**src/hw/pin_mux_pkg.sv**
```systemverilog
// Shared constants for the port B / port C alternate-function override logic.
// Operation
// - SPI as host forces the data-in pin to input, ignoring its direction bit.
// - SPI as target: data-in pin direction follows its bit, drives target data.
// - Pins forced to input by SPI keep pull-up from port bit and global off.
// - SPI target forces data-out pin to input; as host it follows its bit.
// - SPI target forces select pin to input; a low level selects the SPI.
// - SPI host leaves the select pin direction with its direction bit.
// - Each timer waveform leaves on its compare-match pin when its direction bit is 1 and the SPI does not claim that pin.
// - Clock output enable at 1 forces the clock pin to output.
// - Clock pin toggles at the selected system operating clock rate.
// - Capture pin digital input feeds the 16-bit timer capture.
// - Crystal pins lose pull-up and output when a crystal or async clock is on.
// - After reset the reset-capable pin is the external reset input.
// - With the reset function off, that pin is plain I/O and pin-change source.
// - Two-wire enable hands the clock and data pins to the two-wire port.
// - Every pin except the active reset input is a pin-change source; its input stays on while enabled.
// - Pull-up override enable selects override value, else dir, port, global off.
// - Direction override enable selects override value, else the direction bit.
// - Value override enable selects override value, else the port output bit.
// - Input-enable override selects override value, else sleep state rules.
package pin_mux_pkg;

  localparam int PORT_B_WIDTH = 8;
  localparam int PORT_C_WIDTH = 3;
  localparam int PIN_COUNT    = PORT_B_WIDTH + PORT_C_WIDTH;

  // Port B pin positions.
  localparam int PIN_SYSCLK_OUT = 0;
  localparam int PIN_T1_CMP_A   = 1;
  localparam int PIN_SEL    = 2;
  localparam int PIN_MOSI   = 3;
  localparam int PIN_MISO   = 4;
  localparam int PIN_SCK    = 5;
  localparam int PIN_XTAL1  = 6;
  localparam int PIN_XTAL2  = 7;

  // Port C positions inside the narrow port C vectors (pins 4, 5 and 6).
  localparam int PIN_SDA    = 0;
  localparam int PIN_SCL    = 1;
  localparam int PIN_RESET  = 2;

  // Values taken by every pad-side flip-flop under reset.
  localparam logic RST_PULLUP = 1'b0;
  localparam logic RST_OE     = 1'b0;
  localparam logic RST_OUT    = 1'b0;
  localparam logic RST_DIN_EN = 1'b0;
  localparam logic RST_SYSCLK_PIN = 1'b0;

endpackage : pin_mux_pkg

```
**src/hw/pin_override_cell.sv**
```systemverilog
// One pin's override selection for pull-up, direction, value and input enable.
`timescale 1ns/100ps
module pin_override_cell (
  input  wire logic clock,
  input  wire logic rst,
  input  wire logic dir_bit,
  input  wire logic port_bit,
  input  wire logic global_pullup_off,
  input  wire logic sleep_clamp,
  input  wire logic pullup_override_en,
  input  wire logic pullup_override_val,
  input  wire logic dir_override_en,
  input  wire logic dir_override_val,
  input  wire logic value_override_en,
  input  wire logic value_override_val,
  input  wire logic input_en_override_en,
  input  wire logic input_en_override_val,
  input  wire logic pad_in,
  output logic      pullup_q,
  output logic      pad_oe_q,
  output logic      pad_out_q,
  output logic      din_en_q,
  output logic      din
);

  wire pullup_d = pullup_override_en ? pullup_override_val
                                     : (~dir_bit & port_bit & ~global_pullup_off);
  wire pad_oe_d = dir_override_en ? dir_override_val : dir_bit;
  wire pad_out_d = value_override_en ? value_override_val : port_bit;
  wire din_en_d = input_en_override_en ? input_en_override_val : ~sleep_clamp;

  // The input gate uses the live enable so a peripheral never sees a stale clamp.
  assign din = pad_in & din_en_d;

  always_ff @(posedge clock or posedge rst)
  begin
    if (rst)
    begin
      pullup_q  <= pin_mux_pkg::RST_PULLUP;
      pad_oe_q  <= pin_mux_pkg::RST_OE;
      pad_out_q <= pin_mux_pkg::RST_OUT;
      din_en_q  <= pin_mux_pkg::RST_DIN_EN;
    end
    else
    begin
      pullup_q  <= pullup_d;
      pad_oe_q  <= pad_oe_d;
      pad_out_q <= pad_out_d;
      din_en_q  <= din_en_d;
    end
  end

endmodule : pin_override_cell

```
**src/hw/port_b_c_alt_function_mux.sv**
```systemverilog
// Alternate-function override mux for port B and port C pins 4 to 6.
`timescale 1ns/100ps
module port_b_c_alt_function_mux #(
  parameter int NB = pin_mux_pkg::PORT_B_WIDTH,
  parameter int NC = pin_mux_pkg::PORT_C_WIDTH
) (
  input  wire logic          clock,
  input  wire logic          rst,
  input  wire logic [NB-1:0] dir_b,
  input  wire logic [NB-1:0] port_b,
  input  wire logic [NC-1:0] dir_c,
  input  wire logic [NC-1:0] port_c,
  input  wire logic          global_pullup_off,
  input  wire logic          sleep_clamp,
  input  wire logic [NB-1:0] pin_change_irq_en_b,
  input  wire logic [NC-1:0] pin_change_irq_en_c,
  input  wire logic          spi_block_on,
  input  wire logic          spi_host_select,
  input  wire logic          spi_sck_out,
  input  wire logic          spi_host_data_out,
  input  wire logic          spi_target_data_out,
  input  wire logic          t1_compare_out_a,
  input  wire logic          t1_compare_a_on,
  input  wire logic          t1_compare_out_b,
  input  wire logic          t1_compare_b_on,
  input  wire logic          t2_compare_out_a,
  input  wire logic          t2_compare_a_on,
  input  wire logic          sysclk_pin_enable,
  input  wire logic          sysclk_src,
  input  wire logic          high_speed_crystal_on,
  input  wire logic          low_speed_crystal_on,
  input  wire logic          async_timer_clock_sel,
  input  wire logic          reset_pin_release,
  input  wire logic          two_wire_on,
  input  wire logic          two_wire_scl_oe,
  input  wire logic          two_wire_sda_oe,
  input  wire logic [NB-1:0] pad_in_b,
  input  wire logic [NC-1:0] pad_in_c,
  output logic      [NB-1:0] pad_out_b,
  output logic      [NB-1:0] pad_oe_b,
  output logic      [NB-1:0] pullup_b,
  output logic      [NB-1:0] din_en_b,
  output logic      [NC-1:0] pad_out_c,
  output logic      [NC-1:0] pad_oe_c,
  output logic      [NC-1:0] pullup_c,
  output logic      [NC-1:0] din_en_c,
  output logic      [NB-1:0] pin_change_irq_b,
  output logic      [NC-1:0] pin_change_irq_c,
  output logic               spi_sck_in,
  output logic               spi_host_data_in,
  output logic               spi_target_data_in,
  output logic               spi_select_in_n,
  output logic               t1_capture_in,
  output logic               ext_reset_in_n,
  output logic               two_wire_scl_in,
  output logic               two_wire_sda_in
);

  localparam int NP = NB + NC;

  wire spi_host   = spi_block_on & spi_host_select;
  wire spi_target = spi_block_on & ~spi_host_select;
  wire crystal_pins_claim = high_speed_crystal_on | low_speed_crystal_on
                          | async_timer_clock_sel;
  wire reset_fn = ~reset_pin_release;

  wire [NP-1:0] dir_all  = {dir_c, dir_b};
  wire [NP-1:0] port_all = {port_c, port_b};
  wire [NP-1:0] pad_all  = {pad_in_c, pad_in_b};
  wire [NP-1:0] pci_en   = {pin_change_irq_en_c, pin_change_irq_en_b};

  logic [NP-1:0] pullup_override_en;
  logic [NP-1:0] pullup_override_val;
  logic [NP-1:0] dir_override_en;
  logic [NP-1:0] dir_override_val;
  logic [NP-1:0] value_override_en;
  logic [NP-1:0] value_override_val;
  logic [NP-1:0] input_en_override_en;
  logic [NP-1:0] input_en_override_val;
  logic [NP-1:0] pull_q;
  logic [NP-1:0] oe_q;
  logic [NP-1:0] out_q;
  logic [NP-1:0] die_q;
  logic [NP-1:0] din;
  logic          sysclk_pin_q;

  // Pins forced to input by SPI, and the two-wire pins, keep the ordinary port-bit pull-up under the global off.
  wire pu_keep_sck  = port_b[pin_mux_pkg::PIN_SCK] & ~global_pullup_off;
  wire pu_keep_miso = port_b[pin_mux_pkg::PIN_MISO] & ~global_pullup_off;
  wire pu_keep_mosi = port_b[pin_mux_pkg::PIN_MOSI] & ~global_pullup_off;
  wire pu_keep_sel  = port_b[pin_mux_pkg::PIN_SEL] & ~global_pullup_off;
  wire pu_keep_sda  = port_c[pin_mux_pkg::PIN_SDA] & ~global_pullup_off;
  wire pu_keep_scl  = port_c[pin_mux_pkg::PIN_SCL] & ~global_pullup_off;

  localparam int B0 = pin_mux_pkg::PIN_SYSCLK_OUT;
  localparam int B1 = pin_mux_pkg::PIN_T1_CMP_A;
  localparam int B2 = pin_mux_pkg::PIN_SEL;
  localparam int B3 = pin_mux_pkg::PIN_MOSI;
  localparam int B4 = pin_mux_pkg::PIN_MISO;
  localparam int B5 = pin_mux_pkg::PIN_SCK;
  localparam int B6 = pin_mux_pkg::PIN_XTAL1;
  localparam int B7 = pin_mux_pkg::PIN_XTAL2;
  localparam int C4 = NB + pin_mux_pkg::PIN_SDA;
  localparam int C5 = NB + pin_mux_pkg::PIN_SCL;
  localparam int C6 = NB + pin_mux_pkg::PIN_RESET;

  // Pull-up override per pin.
  assign pullup_override_en[B0] = 1'b0;
  assign pullup_override_en[B1] = 1'b0;
  assign pullup_override_en[B2] = spi_target;
  assign pullup_override_en[B3] = spi_target;
  assign pullup_override_en[B4] = spi_host;
  assign pullup_override_en[B5] = spi_target;
  assign pullup_override_en[B6] = crystal_pins_claim;
  assign pullup_override_en[B7] = crystal_pins_claim;
  assign pullup_override_en[C4] = two_wire_on;
  assign pullup_override_en[C5] = two_wire_on;
  assign pullup_override_en[C6] = reset_fn;
  assign pullup_override_val = {1'b1, pu_keep_scl, pu_keep_sda, 1'b0, 1'b0, pu_keep_sck,
                                pu_keep_miso, pu_keep_mosi, pu_keep_sel, 1'b0, 1'b0};

  // Direction override per pin; compare outputs leave direction to software.
  assign dir_override_en[B0] = sysclk_pin_enable;
  assign dir_override_en[B1] = 1'b0;
  assign dir_override_en[B2] = spi_target;
  assign dir_override_en[B3] = spi_target;
  assign dir_override_en[B4] = spi_host;
  assign dir_override_en[B5] = spi_target;
  assign dir_override_en[B6] = crystal_pins_claim;
  assign dir_override_en[B7] = crystal_pins_claim;
  assign dir_override_en[C4] = two_wire_on;
  assign dir_override_en[C5] = two_wire_on;
  assign dir_override_en[C6] = reset_fn;
  assign dir_override_val = {1'b0, two_wire_scl_oe, two_wire_sda_oe, 7'h00, 1'b1};

  // Value override per pin.
  assign value_override_en[B0] = sysclk_pin_enable;
  assign value_override_en[B1] = t1_compare_a_on;
  assign value_override_en[B2] = t1_compare_b_on;
  assign value_override_en[B3] = spi_host | t2_compare_a_on;
  assign value_override_en[B4] = spi_target;
  assign value_override_en[B5] = spi_host;
  assign value_override_en[B6] = 1'b0;
  assign value_override_en[B7] = 1'b0;
  assign value_override_en[C4] = two_wire_on;
  assign value_override_en[C5] = two_wire_on;
  assign value_override_en[C6] = reset_fn;
  wire mosi_val = spi_host ? spi_host_data_out : t2_compare_out_a;
  // The clock pin value is added after the flops, so its cell value stays low.
  assign value_override_val = {1'b1, 1'b0, 1'b0, 1'b0, 1'b0, spi_sck_out,
                               spi_target_data_out, mosi_val, t1_compare_out_b,
                               t1_compare_out_a, 1'b0};

  // Input enable stays on while a pin's change interrupt, the reset input or the two-wire port needs it.
  assign input_en_override_en = pci_en | {reset_fn, two_wire_on, two_wire_on, 8'h00};
  assign input_en_override_val = {NP{1'b1}};

  genvar g;
  generate
    for (g = 0; g < NP; g++)
    begin : g_pin
      pin_override_cell u_cell (
        .clock                 (clock),
        .rst                   (rst),
        .dir_bit               (dir_all[g]),
        .port_bit              (port_all[g]),
        .global_pullup_off     (global_pullup_off),
        .sleep_clamp           (sleep_clamp),
        .pullup_override_en    (pullup_override_en[g]),
        .pullup_override_val   (pullup_override_val[g]),
        .dir_override_en       (dir_override_en[g]),
        .dir_override_val      (dir_override_val[g]),
        .value_override_en     (value_override_en[g]),
        .value_override_val    (value_override_val[g]),
        .input_en_override_en  (input_en_override_en[g]),
        .input_en_override_val (input_en_override_val[g]),
        .pad_in                (pad_all[g]),
        .pullup_q              (pull_q[g]),
        .pad_oe_q              (oe_q[g]),
        .pad_out_q             (out_q[g]),
        .din_en_q              (die_q[g]),
        .din                   (din[g])
      );
    end
  endgenerate

  always_ff @(posedge clock or posedge rst)
  begin
    if (rst)
      sysclk_pin_q <= pin_mux_pkg::RST_SYSCLK_PIN;
    else
      sysclk_pin_q <= sysclk_pin_enable;
  end

  // A clock cannot pass through a flop, so the clock pin gates the live clock.
  // Enabling it mid-phase may give one short first pulse.
  wire sysclk_pin_drive = sysclk_pin_q & sysclk_src;

  assign pad_out_b = out_q[NB-1:0] | {{(NB-1){1'b0}}, sysclk_pin_drive};
  assign pad_oe_b  = oe_q[NB-1:0];
  assign pullup_b  = pull_q[NB-1:0];
  assign din_en_b  = die_q[NB-1:0];
  assign pad_out_c = out_q[NP-1:NB];
  assign pad_oe_c  = oe_q[NP-1:NB];
  assign pullup_c  = pull_q[NP-1:NB];
  assign din_en_c  = die_q[NP-1:NB];

  assign pin_change_irq_b   = din[NB-1:0];
  // While the pin is the reset input it raises no pin-change events.
  assign pin_change_irq_c   = din[NP-1:NB] & {~reset_fn, 2'b11};
  assign spi_sck_in         = din[B5];
  assign spi_host_data_in   = din[B4];
  assign spi_target_data_in = din[B3];
  assign spi_select_in_n    = spi_target ? din[B2] : 1'b1;
  assign t1_capture_in      = din[B0];
  assign ext_reset_in_n     = reset_fn ? pad_in_c[pin_mux_pkg::PIN_RESET] : 1'b1;
  assign two_wire_sda_in    = din[C4];
  assign two_wire_scl_in    = din[C5];

  chk_miso_host_input: assert property (
    @(posedge clock) disable iff (rst) spi_host |=> !pad_oe_b[B4])
    else $error("data-in pin drives while SPI is host");

  chk_miso_target_dir: assert property (
    @(posedge clock) disable iff (rst) spi_target |=>
      pad_oe_b[B4] == $past(dir_b[B4]) && pad_out_b[B4] == $past(spi_target_data_out))
    else $error("target data pin does not follow its direction bit");

  chk_forced_pullup: assert property (
    @(posedge clock) disable iff (rst) spi_host |=>
      pullup_b[B4] == ($past(port_b[B4]) && !$past(global_pullup_off)))
    else $error("forced-input pull-up not from port bit");

  chk_mosi_dir: assert property (
    @(posedge clock) disable iff (rst) spi_target |=> !pad_oe_b[B3])
    else $error("data-out pin drives while SPI is target");

  chk_select_low: assert property (
    @(posedge clock) disable iff (rst)
      spi_target && (pin_change_irq_en_b[B2] || !sleep_clamp) |->
        spi_select_in_n == pad_in_b[B2])
    else $error("select input not taken from pin");

  chk_select_host_dir: assert property (
    @(posedge clock) disable iff (rst) spi_host |=> pad_oe_b[B2] == $past(dir_b[B2]))
    else $error("select pin direction overridden in host mode");

  chk_compare_a_value: assert property (
    @(posedge clock) disable iff (rst)
      t1_compare_a_on ##1 t1_compare_a_on |-> pad_out_b[B1] == $past(t1_compare_out_a))
    else $error("compare A level missing on its pin");

  chk_clock_pin_oe: assert property (
    @(posedge clock) disable iff (rst) sysclk_pin_enable |=> pad_oe_b[B0])
    else $error("clock pin not forced to output");

  chk_capture_path: assert property (
    @(posedge clock) disable iff (rst)
      pin_change_irq_en_b[B0] |-> t1_capture_in == pad_in_b[B0])
    else $error("capture input not the pin level");

  chk_crystal_claim: assert property (
    @(posedge clock) disable iff (rst) crystal_pins_claim |=>
      !pad_oe_b[B6] && !pad_oe_b[B7] && !pullup_b[B6] && !pullup_b[B7])
    else $error("crystal pins not released");

  chk_reset_pin_in: assert property (
    @(posedge clock) disable iff (rst) reset_fn |=> !pad_oe_c[pin_mux_pkg::PIN_RESET]
      && pullup_c[pin_mux_pkg::PIN_RESET])
    else $error("reset pin not held as pulled-up input");

  chk_two_wire_dir: assert property (
    @(posedge clock) disable iff (rst) two_wire_on |=>
      pad_oe_c[pin_mux_pkg::PIN_SCL] == $past(two_wire_scl_oe)
      && pad_out_c[pin_mux_pkg::PIN_SCL] == 1'b0)
    else $error("two-wire port does not own the clock pin");

  chk_pci_input_on: assert property (
    @(posedge clock) disable iff (rst) pin_change_irq_en_b[B5] |=> din_en_b[B5])
    else $error("input disabled on an enabled change pin");

  chk_reset_pin_gpio: assert property (
    @(posedge clock) disable iff (rst)
      !reset_fn && pin_change_irq_en_c[pin_mux_pkg::PIN_RESET] |-> ext_reset_in_n
      && pin_change_irq_c[pin_mux_pkg::PIN_RESET] == pad_in_c[pin_mux_pkg::PIN_RESET])
    else $error("reset-capable pin not released to plain use");

  chk_clock_pin_level: assert property (
    @(posedge clock) disable iff (rst)
      sysclk_pin_enable ##1 sysclk_pin_enable |-> pad_out_b[B0] == sysclk_src)
    else $error("clock pin does not follow the system clock");

  chk_plain_pullup: assert property (
    @(posedge clock) disable iff (rst)
      1'b1 |=> pullup_b[B1] == ($past(port_b[B1]) && !$past(dir_b[B1])
        && !$past(global_pullup_off)))
    else $error("plain pin pull-up not from direction, port and global off");

  chk_plain_dir: assert property (
    @(posedge clock) disable iff (rst) 1'b1 |=> pad_oe_b[B1] == $past(dir_b[B1]))
    else $error("plain pin direction not from its direction bit");

  chk_plain_value: assert property (
    @(posedge clock) disable iff (rst)
      !t1_compare_a_on |=> pad_out_b[B1] == $past(port_b[B1]))
    else $error("plain pin value not from its port bit");

  chk_sleep_clamp: assert property (
    @(posedge clock) disable iff (rst)
      sleep_clamp && !pin_change_irq_en_b[B1] |=> !din_en_b[B1])
    else $error("input enable not clamped in sleep");

endmodule : port_b_c_alt_function_mux

```
**config.mk**
```make
export PLATFORM = sky130hd
export DESIGN_NAME = port_b_c_alt_function_mux
export DESIGN_NICKNAME = d
export VERILOG_FILES = /design/src/hw/pin_mux_pkg.sv /design/src/hw/pin_override_cell.sv /design/src/hw/port_b_c_alt_function_mux.sv
export SDC_FILE = /design/constraint.sdc
export NUM_CORES = 1
export LEC_CHECK = 0
export BUFFER_PORTS_ARGS = -buffer_cell sky130_fd_sc_hd__buf_2
export CORE_MARGIN = 5
export CORE_UTILIZATION = 45
export DETAILED_ROUTE_END_ITERATION = 10
export MAX_ROUTING_LAYER = met4
export PLACE_DENSITY = 0.83
export SLEW_MARGIN = 20
export SYNTH_ARGS = -nofsm -noshare
export SYNTH_HDL_FRONTEND = slang
export SYNTH_SLANG_ARGS = --single-unit
```
**constraint.sdc**
```tcl
create_clock -name clock -period 2.8 [get_ports clock]
set_input_delay 0.28 -clock clock [delete_from_list [all_inputs] [get_ports clock]]
set_output_delay 0.28 -clock clock [all_outputs]
set_load 0.03 [all_outputs]
```
---- After elaboration in Yosys (flattened, before gate mapping) ----
Index checks and enable logic that the tools add are counted.
storage, ports and cells
  flip-flop bits (word level) ............. 45
  input port bits ......................... 68
  output and inout port bits .............. 63
  logic and storage cells ................. 150
cells by class
  multiplexer cells ....................... 42
  bitwise logic cells ..................... 63
operators by type and width
  cell           number
  $and 1x1->1    42
  $mux 1         42
  $not 1->1      15
  $or 11x11->11  1
  $or 8x1->8     1
  $and 3x3->3    1
  $or 1x1->1     3

---- Longest topological paths before layout ----
Gate-level depths: netlist of the first run.
  depth after elaboration ................. 5
  gate-level depth with buffers ........... 4
  mapped depth without buffers ............ 2

---- Modules after synthesis ----
From an unflattened synthesis of the first run, not the netlist that was laid out.
unflattened totals
  cells, all modules ...................... 208
  area total of the unflattened synthesis .. 2175.8 um^2
by module, submodules not included
  module                     instances  cells each  area each (um^2)  seq. area each (um^2)
  pin_override_cell          11         15          168.9             100.1
  port_b_c_alt_function_mux  1          43          317.8             25.0

---- Worst setup path before layout of the first run ----
Ideal clock, no wire load.
  kind .................................... input to output
  from .................................... in two_wire_on
  to ...................................... out pin_change_irq_c[0]
  data arrival time ....................... 1.220 ns
  data required time ...................... 2.520 ns
  setup slack ............................. 1.300 ns
  stages .................................. 3
  path buffers ............................ 1
  cells stage by stage .................... or3b_2 > and2_1 > buf_4
between the ends
  word-level cells in the longest chain between the ends .. 4
ends and longest elaborated chain
  item                 RTL line                          RTL
  from (decl)          port_b_c_alt_function_mux.sv:34   input wire logic two_wire_on,
  $or 11x11->11        port_b_c_alt_function_mux.sv:155  assign input_en_override_en = pci_en | {reset_fn, two_wire_on, two_wire_on, 8'h00};
  $mux 1               pin_override_cell.sv:30           wire din_en_d = input_en_override_en ? input_en_override_val : ~sleep_clamp;
  $and 1x1->1          pin_override_cell.sv:33           assign din = pad_in & din_en_d;
  net two_wire_sda_in  port_b_c_alt_function_mux.sv:56   output logic two_wire_sda_in
  $and 3x3->3          port_b_c_alt_function_mux.sv:210  assign pin_change_irq_c = din[NP-1:NB] & {~reset_fn, 2'b11};
  to (decl)            port_b_c_alt_function_mux.sv:48   output logic [NC-1:0] pin_change_irq_c,
The timed path passes the listed nets, and every way through them passes these cells.

---- Final worst setup path of the first run ----
  from .................................... in sleep_clamp
  to ...................................... out pin_change_irq_c[0]
between the ends
  word-level cells in the longest chain between the ends .. 4
ends and longest elaborated chain
  item                          RTL line                          RTL
  from (decl)                   port_b_c_alt_function_mux.sv:14   input wire logic sleep_clamp,
  $not 1->1                     pin_override_cell.sv:30
  $mux 1                        pin_override_cell.sv:30
  net g_pin[8].u_cell.din_en_d  pin_override_cell.sv:30
  $and 1x1->1                   pin_override_cell.sv:33
  $and 3x3->3                   port_b_c_alt_function_mux.sv:210
The timed path passes the listed nets, and every way through them passes these cells.

==> impl_metrics.tcl, run 1 <==
set metrics [dict create \
    avgSynthCellArea_um2 11.9 \
    max_slew.worst_pin.slew_ns 0.897 \
    finalPower_uw 1420 \
    critPathTopFamily "simple AND/OR/NAND/NOR gates" \
    gr-total-overflow 0 \
    required_ns 2.52 \
    internal_power_uw 1040 \
    first_pass_iters 4 \
    hold_viol_final 0 \
    grt_pass1_vias 1404 \
    wl_met2_um 2050 \
    htreeDepth 2 \
    drv_cap 0 \
    drtIter0Drc 34 \
    wire_per_inst_um 13.2 \
    grt_usage 0.141 \
    pin_count 131 \
    hold_ws_ns 0.104 \
    dr_wl_met3_um 476 \
    drcViolationCount 0 \
    worst-setup-path-type "in -> out" \
    cts_root_buffer "clkbuf_8" \
    top_layer_used "met4" \
    area_growth_pct 20.0 \
    start_util 0.464 \
    slew_viol_final 0 \
    synth-seq-cells 45 \
    endpoint_kind "output pin" \
    grt_pass1_wl_um 6530 \
    pre_cts_ws_ns 1.20 \
    rsz0062_at_grt "false" \
    fin_tns_setup_ns 0 \
    yosysWarnings 0 \
    die_x_um 77.0 \
    timing.slew.headroom 0.401 \
    fill_cells 383 \
    worstPathArrival_ns 1.32 \
    min_period_ns 1.60 \
    hp-class "in -> reg" \
    setup_violations 0 \
    crit_top_cell "buf_2" \
    p_leak_uw 0.00129 \
    ctsHoldBuffers 0 \
    ant_nets 0 \
    yosysUniqueCellTypes 23 \
    gp_congestion 0.722 \
    fp.dieH_um 77.0 \
    cts.path.max_buffers 2 \
    cts_sinks 45 \
    fin_crit_sh 0.570 \
    swShare 0.271 \
    synthesis.nets 238 \
    synth_area_um2 2020 \
    cts_tree "yes" \
    portBuffers 130 \
    drive_gt1_frac 0.594 \
    coreArea_um2 4350 \
    seq_power_share 0.485 \
    fin_area_um2 2420 \
    dieArea_um2 5920 \
    critPathMaxStageDelay_ns 0.48 \
    path_cells "buf_2 > or3b_2 > and2_1 > buf_2" \
    dp_hpwl_um 3260 \
    cts_resized 0 \
    cts_setup_buffers 0 \
    rows 24 \
    antenna_cells 0 \
    worst_slack_ns 1.20 \
    power-per-cell-area_nw_per_um2 588 \
    antenna_found_initial 0 \
    combPwrFrac 0.192 \
    cts_buffers 5 \
    status "finished, final reports clean" \
    startpoint_type "primary input" \
    crit_buf_inv 2 \
    peakVddDrop_uv 429 \
    p_sw_uw 386 \
    wirelength_met1_um 1400 \
    critPathSlowestCell "or3b_2" \
    placed_area_um2 2320 \
    clkSlewWorstSetupHoldPaths_ns 0.08 \
    crit_fanout 12 \
    ys_seq_area_frac 0.558 \
    timing.fmax_mhz 627 \
    grt_start_max_net_pins 46 \
    p_clk_frac 0.324 \
    finalWirelength_um 3990 \
    netlist_instances 170 \
    via_count 1342 \
    final_nets 319 \
    viasPerCell 4.43 \
]
-- power by group through the flow --
stage | logic (µW) | clock network, µW | registers (µW)
after floorplan | 226 | 0 | 702
after detailed placement | 277 | 0 | 703
after global placement | 274 | 0 | 702
after global routing | 295 | 498 | 694
final | 273 | 460 | 690
after CTS | 278 | 481 | 690
-- placed cells by master (no fill, tap or decap), types with 2 or more instances in the layout --
master    instances
mux2_2            4
nand3_1           2
buf_2           130
nand2b_1         12
dfrtp_1          45
and2_1           15
inv_1             2
nand2_1           2
nor2b_1           5
clkbuf_8          5
a21o_1            4
or3b_2            2
nor3b_1           5
or2_2             2
a21oi_1           4
nor4b_1           2
nor3b_2           2
-- synthesized netlist by cell type, drive strengths merged --
cell    number  area, µm²
o31ai        1       7.51
and2        15       93.8
a21o         4       30.0
o21ai        1       5.00
a21oi        4       20.0
or2          2       12.5
nand3        2       10.0
nor4b        2       17.5
mux2i        1       10.0
or3b         2       17.5
inv          3       11.3
buf         54        409
nand2        2       7.51
clkbuf       2       7.51
nor2b        5       31.3
or4          1       11.3
a21boi       1       7.51
dfrtp       45       1130
mux2         4       45.0
nor3b        7       62.6
nand2b      12       75.1
-- state kept, by name (all words and copies together) (netlist names) --
signal	flops
g_pin.u_cell.pad_oe_q	11
g_pin.u_cell.pullup_q	11
sysclk_pin_q	1
g_pin.u_cell.pad_out_q	11
g_pin.u_cell.din_en_q	11
-- per-stage QoR --
stage,utilization,cells
floorplan,-,170
global placement,0.532,296
detailed placement,0.532,296
CTS,0.556,303
global route,0.556,303
finish,0.556,303
-- worst paths after layout --
path	startpoint	endpoint	cells after the start
hold / removal	port_b[7]	g_pin[7].u_cell.pad_out_q	1
max in group asynchronous	rst	g_pin[0].u_cell.din_en_q	2
setup / recovery	sleep_clamp	pin_change_irq_c[0]	4
min in group asynchronous	rst	g_pin[2].u_cell.pad_out_q	2
-- area by class of cell --
type,instances,area [µm²],area share
clock buffers,5,68.8,0.0284
clock inverters,2,35.0,0.0145
inverters,3,11.3,0.00465
multi-input cells,66,464,0.192
flip-flops and latches,45,1130,0.465
well taps,52,65.1,0.0269
repair buffers,130,651,0.269
-- cells by family (layout without fill, tap and decap cells) --
group / Yosys count / in the layout / share of synthesized area
compound gates: 11 / 11 / 0.0347
buf+inv: 59 / 140 / 0.212
flops: 45 / 45 / 0.558
mux: 5 / 5 / 0.0273
simple gates: 50 / 50 / 0.168
-- per-layer routing --
metal  vias up  track usage
li1        650            -
met1       610        0.151
met2        77        0.238
met3         5       0.0515
met4         0       0.0515
met5         -            -
Power figures use the tool's default switching activity.
==> run 2, diff against run 1 <==
--- a/config.mk
+++ b/config.mk
@@ -5,12 +5,13 @@
 export SDC_FILE = /design/constraint.sdc
 export NUM_CORES = 1
 export LEC_CHECK = 0
+export ABC_AREA = 1
 export BUFFER_PORTS_ARGS = -buffer_cell sky130_fd_sc_hd__buf_2
 export CORE_MARGIN = 5
-export CORE_UTILIZATION = 45
+export CORE_UTILIZATION = 38
 export DETAILED_ROUTE_END_ITERATION = 10
 export MAX_ROUTING_LAYER = met4
-export PLACE_DENSITY = 0.83
+export PLACE_DENSITY = 0.74
 export SLEW_MARGIN = 20
 export SYNTH_ARGS = -nofsm -noshare
 export SYNTH_HDL_FRONTEND = slang
==> constraint.sdc (replaced) <==
create_clock -name clock -period 1.4 [get_ports clock]
set_input_delay 0.14 -clock clock [delete_from_list [all_inputs] [get_ports clock]]
set_output_delay 0.14 -clock clock [all_outputs]
set_load 0.03 [all_outputs]
==> impl_metrics.tcl, run 2 <==
set metrics [dict create \
    status "finished, final reports clean" \
    portBuffers 130 \
    pre_cts_ws_ns 0.374 \
    fill_cells 511 \
    final_nets 376 \
    netlist.area_leader.share 0.549 \
    synth_commonest_cells "buf_4 (53), dfrtp_1 (45), nand2_1 (40), inv_1 (34), nor2_1 (18)" \
    start_util 0.397 \
    drcViolationCount 0 \
    ys_top_cells_by_area "dfrtp_1 (55%), buf_4 (19%), nand2_1 (7.3%)" \
    yosysUniqueCellTypes 17 \
    timing.slew.headroom 0.789 \
    rows 26 \
    coreArea_um2 5170 \
    area_growth_pct 23.4 \
    synthesis.nets 286 \
    dieArea_um2 6970 \
    p_sw_uw 768 \
    crit_buf_inv 1 \
    power-per-cell-area_nw_per_um2 1070 \
    cts_sinks 45 \
    internal_power_uw 1950 \
    antenna_found_initial 0 \
    grt_start_max_net_pins 27 \
    layout_common_cells "buf_2 (130), dfrtp_1 (45), nand2_1 (40)" \
    hold_ws_ns 0.0291 \
    combPwrFrac 0.211 \
    swShare 0.283 \
    rsz0062_at_grt "false" \
    drive_gt1_frac 0.474 \
    cts_buffers 5 \
    p_leak_uw 0.00151 \
    yosysWarnings 0 \
    hold_viol_final 0 \
    via_count 1495 \
    grt_pass1_wl_um 7020 \
    peakVddDrop_uv 390 \
    timing.fmax_mhz 904 \
    fin_area_um2 2530 \
    ys_seq_area_frac 0.549 \
    max_slew.worst_pin.slew_ns 0.317 \
    fin_tns_setup_ns 0 \
    wire_per_inst_um 11.1 \
    path_cells "a21o_1 > buf_2" \
    gr-total-overflow 0 \
    finalWirelength_um 4200 \
    fp.dieH_um 83.5 \
    fin_crit_sh 0.790 \
    synth_edf_count 0 \
    setup_violations 0 \
    clkSlewWorstSetupHoldPaths_ns 0.08 \
    async_flop_share 1.00 \
    netlist_instances 218 \
    synth_area_um2 2050 \
    avgSynthCellArea_um2 9.41 \
    final_common_cell "buf_2" \
    fin_util 0.490 \
    slew_viol_final 0 \
    crit_fanout 1 \
    cts_root_buffer "clkbuf_8" \
    worst_slack_ns 0.294 \
    startpoint_type "register" \
    worstPathArrival_ns 0.97 \
    endpoint_kind "output pin" \
    placed_area_um2 2400 \
    grt_pass1_vias 1563 \
    seq_power_share 0.509 \
    first_pass_iters 3 \
    dp_hpwl_um 3530 \
    grt_usage 0.128 \
    worst-setup-path-type "reg -> out" \
    die_x_um 83.5 \
    critPathMaxStageDelay_ns 0.36 \
    min_period_ns 1.11 \
    ant_nets 0 \
    drv_cap 0 \
    cts_resized 0 \
    yosysMostFrequentCell "buf_4" \
    path_depth 2 \
    critPathSlowestCell "dfrtp_1" \
    synth_ff_type "dfrtp_1" \
    required_ns 1.26 \
    cts_tree "yes" \
    gp_congestion 0.799 \
    pin_count 131 \
    critPathTopFamily "flip-flops" \
    viasPerCell 3.96 \
    antenna_cells 0 \
    htreeDepth 2 \
    synth-seq-cells 45 \
    holdPathStages 2 \
    p_clk_frac 0.280 \
    synth_top_area_cell "dfrtp_1" \
    cts.path.max_buffers 2 \
    hp-class "in -> reg" \
    drtIter0Drc 19 \
]
run 2: final timing paths:
path | from | to | slack [ns]
max in group asynchronous | rst | g_pin[0].u_cell.pad_oe_q | 0.68
hold / removal | dir_b[0] | g_pin[0].u_cell.pullup_q | 0.03
min in group asynchronous | rst | g_pin[2].u_cell.din_en_q | 0.44
setup / recovery | sysclk_pin_q | pad_out_b[0] | 0.29
run 2: stage by stage:
stage	std cells	power, µW
6_report	378	2710
5_1_grt	378	2860
4_1_cts	378	2760
3_5_place_dp	366	1980
3_3_place_gp	366	1970
2_1_floorplan	218	1860
run 2: area by class of cell:
type | instances | area (µm²) | share of cell area
Sequential cell | 45 | 1130 | 0.445
Timing Repair Buffer | 137 | 716 | 0.283
Multi-Input combinational cell | 84 | 385 | 0.152
Inverter | 35 | 131 | 0.0519
Tap cell | 70 | 87.6 | 0.0346
Clock buffer | 7 | 86.3 | 0.0341
run 2: power groups by stage:
| stage | logic, µW | registers [µW] | clock network, µW |
|---|---|---|---|
| after detailed placement | 571 | 1410 | 0 |
| final | 574 | 1380 | 760 |
| after CTS | 583 | 1380 | 797 |
| after floorplan | 457 | 1400 | 0 |
| after global placement | 566 | 1400 | 0 |
| after global routing | 627 | 1390 | 848 |
run 2: layer usage:
layer	global-route usage	vias up	wire length, µm
met1	0.123	655	1510
met4	0.0395	0	34
met3	0.0494	2	378
met5	-	-	0
met2	0.236	71	2280
li1	-	767	-
run 2: cell families after synthesis:
logic type | synth area share
and+or+nand+nor | 0.141
DFF | 0.549
AOI/OAI and AO/OA | 0.0463
buffers and inverters | 0.263
run 2: timing repair:
action,in CTS,in global routing
endpoints found under the hold margin,49,0
setup buffers,0,0
setup endpoints to repair,0,0
hold buffers,5,0
==> run 3, diff against run 2 <==
--- a/config.mk
+++ b/config.mk
@@ -5,7 +5,7 @@
 export SDC_FILE = /design/constraint.sdc
 export NUM_CORES = 1
 export LEC_CHECK = 0
-export ABC_AREA = 1
+export ABC_AREA = 0
 export BUFFER_PORTS_ARGS = -buffer_cell sky130_fd_sc_hd__buf_2
 export CORE_MARGIN = 5
 export CORE_UTILIZATION = 38
==> constraint.sdc (replaced) <==
create_clock -name clock -period 1 [get_ports clock]
set_input_delay 0.1 -clock clock [delete_from_list [all_inputs] [get_ports clock]]
set_output_delay 0.1 -clock clock [all_outputs]
set_load 0.03 [all_outputs]
==> impl_metrics.tcl, run 3 (synthesis gave the netlist of run 1 again) <==
set metrics [dict create \
    status "complete, but fails checks" \
    violations "negative setup slack" \
    dieArea_um2 6870 \
    dp_hpwl_um 3630 \
    portBuffers 130 \
    required_ns 0.90 \
    via_count 1453 \
    gr-total-overflow 0 \
    antenna_found_initial 0 \
    cts_buffers 5 \
    critPathSlowestCell "dfrtp_1" \
    drcViolationCount 0 \
    worstPathArrival_ns 0.96 \
    pre_cts_ws_ns -0.109 \
    path_cells "a21o_1 > buf_6" \
    finalWirelength_um 4530 \
    fill_cells 477 \
    fin_tns_setup_ns -0.0592 \
    fin_util 0.529 \
    drv_cap 0 \
    endpoint_kind "output pin" \
    area_growth_pct 34.8 \
    drive_gt1_frac 0.582 \
    p_leak_uw 0.00142 \
    cts_tree "yes" \
    grt_pass1_wl_um 7620 \
    critPathMaxStageDelay_ns 0.38 \
    fp.dieH_um 82.9 \
    cts.path.max_buffers 2 \
    grt_usage 0.140 \
    cts_setup_buffers 0 \
    layout_common_cells "buf_2 (124), dfrtp_1 (45), dlygate4sd3_1 (14)" \
    grt_pass1_vias 1604 \
    hold_ws_ns 0.00698 \
    final_common_cell "buf_2" \
    fin_crit_sh 1.06 \
    swShare 0.259 \
    power-per-cell-area_nw_per_um2 1610 \
    p_clk_frac 0.362 \
    timing.fmax_mhz 944 \
    seq_power_share 0.440 \
    clkSlewWorstSetupHoldPaths_ns 0.08 \
    setup_violations 1 \
    drtIter0Drc 13 \
    crit_buf_inv 1 \
    final_nets 340 \
    p_sw_uw 1140 \
    worst-setup-path-type "reg -> out" \
    worst_slack_ns -0.0592 \
    wire_per_inst_um 13.2 \
    timing.slew.headroom 0.788 \
    rsz0062_at_grt "true" \
    grt_start_max_net_pins 27 \
    viasPerCell 4.24 \
    regArea_um2 1130 \
    internal_power_uw 3250 \
    critPathTopFamily "flip-flops" \
    peakVddDrop_uv 715 \
    hold_viol_final 0 \
    antenna_cells 0 \
    combPwrFrac 0.198 \
    pin_count 131 \
    max_slew.worst_pin.slew_ns 0.318 \
    cts_sinks 45 \
    rows 26 \
    coreArea_um2 5140 \
    gp_congestion 0.759 \
    htreeDepth 2 \
    first_pass_iters 4 \
    die_x_um 82.9 \
    finalPower_uw 4390 \
    hp-class "in -> reg" \
    crit_fanout 1 \
    cts_root_buffer "clkbuf_8" \
    ant_nets 0 \
    start_util 0.393 \
    startpoint_type "register" \
    multiInputGateArea_um2 474 \
    slew_viol_final 0 \
    min_period_ns 1.06 \
]
run 3: area by class of cell:
cell class	count	share of cell area
sequential	45	0.414
timing repair buffer	151	0.325
multi-input combinational	66	0.174
tap	70	0.0322
clock buffer	5	0.0253
clock inverter	3	0.0239
inverter	3	0.00552
run 3: what timing repair did:
item	CTS	global route
gates resized for setup	12	3
endpoints found under the hold margin	60	0
setup endpoints to repair	5	7
pin swaps	5	3
hold buffers	14	0
run 3: worst paths after layout:
| kind | from | endpoint | slack, ns | cells after the start |
|---|---|---|---|---|
| max in group asynchronous | rst | g_pin[7].u_cell.pad_out_q | 0.33 | 4 |
| min in group asynchronous | rst | g_pin[10].u_cell.pullup_q | 0.40 | 4 |
| min | port_c[2] | g_pin[10].u_cell.pad_out_q | 0.007 | 3 |
| max | sysclk_pin_q | pad_out_b[0] | -0.06 | 2 |
run 3: layer usage:
metal	GRT usage	wire length (µm)	part of all wire
met5	-	0	0
met1	0.140	1630	0.36
met4	0.0446	49	0.011
met2	0.254	2480	0.55
met3	0.0475	373	0.082
run 3: power groups by stage:
stage          sequential [µW]  combinational [µW]  clock, µW
6_report                  1930                 870       1590
5_1_grt                   1940                 943       1690
4_1_cts                   1930                 880       1640
3_5_place_dp              1970                 814          0
3_3_place_gp              1970                 799          0
2_1_floorplan             1970                 642          0
run 3: per-stage QoR:
step,area (µm²),instances
after floorplan,2040,170
after CTS,2710,343
after global routing,2720,343
final,2720,343
after detailed placement,2400,321
after global placement,2400,321
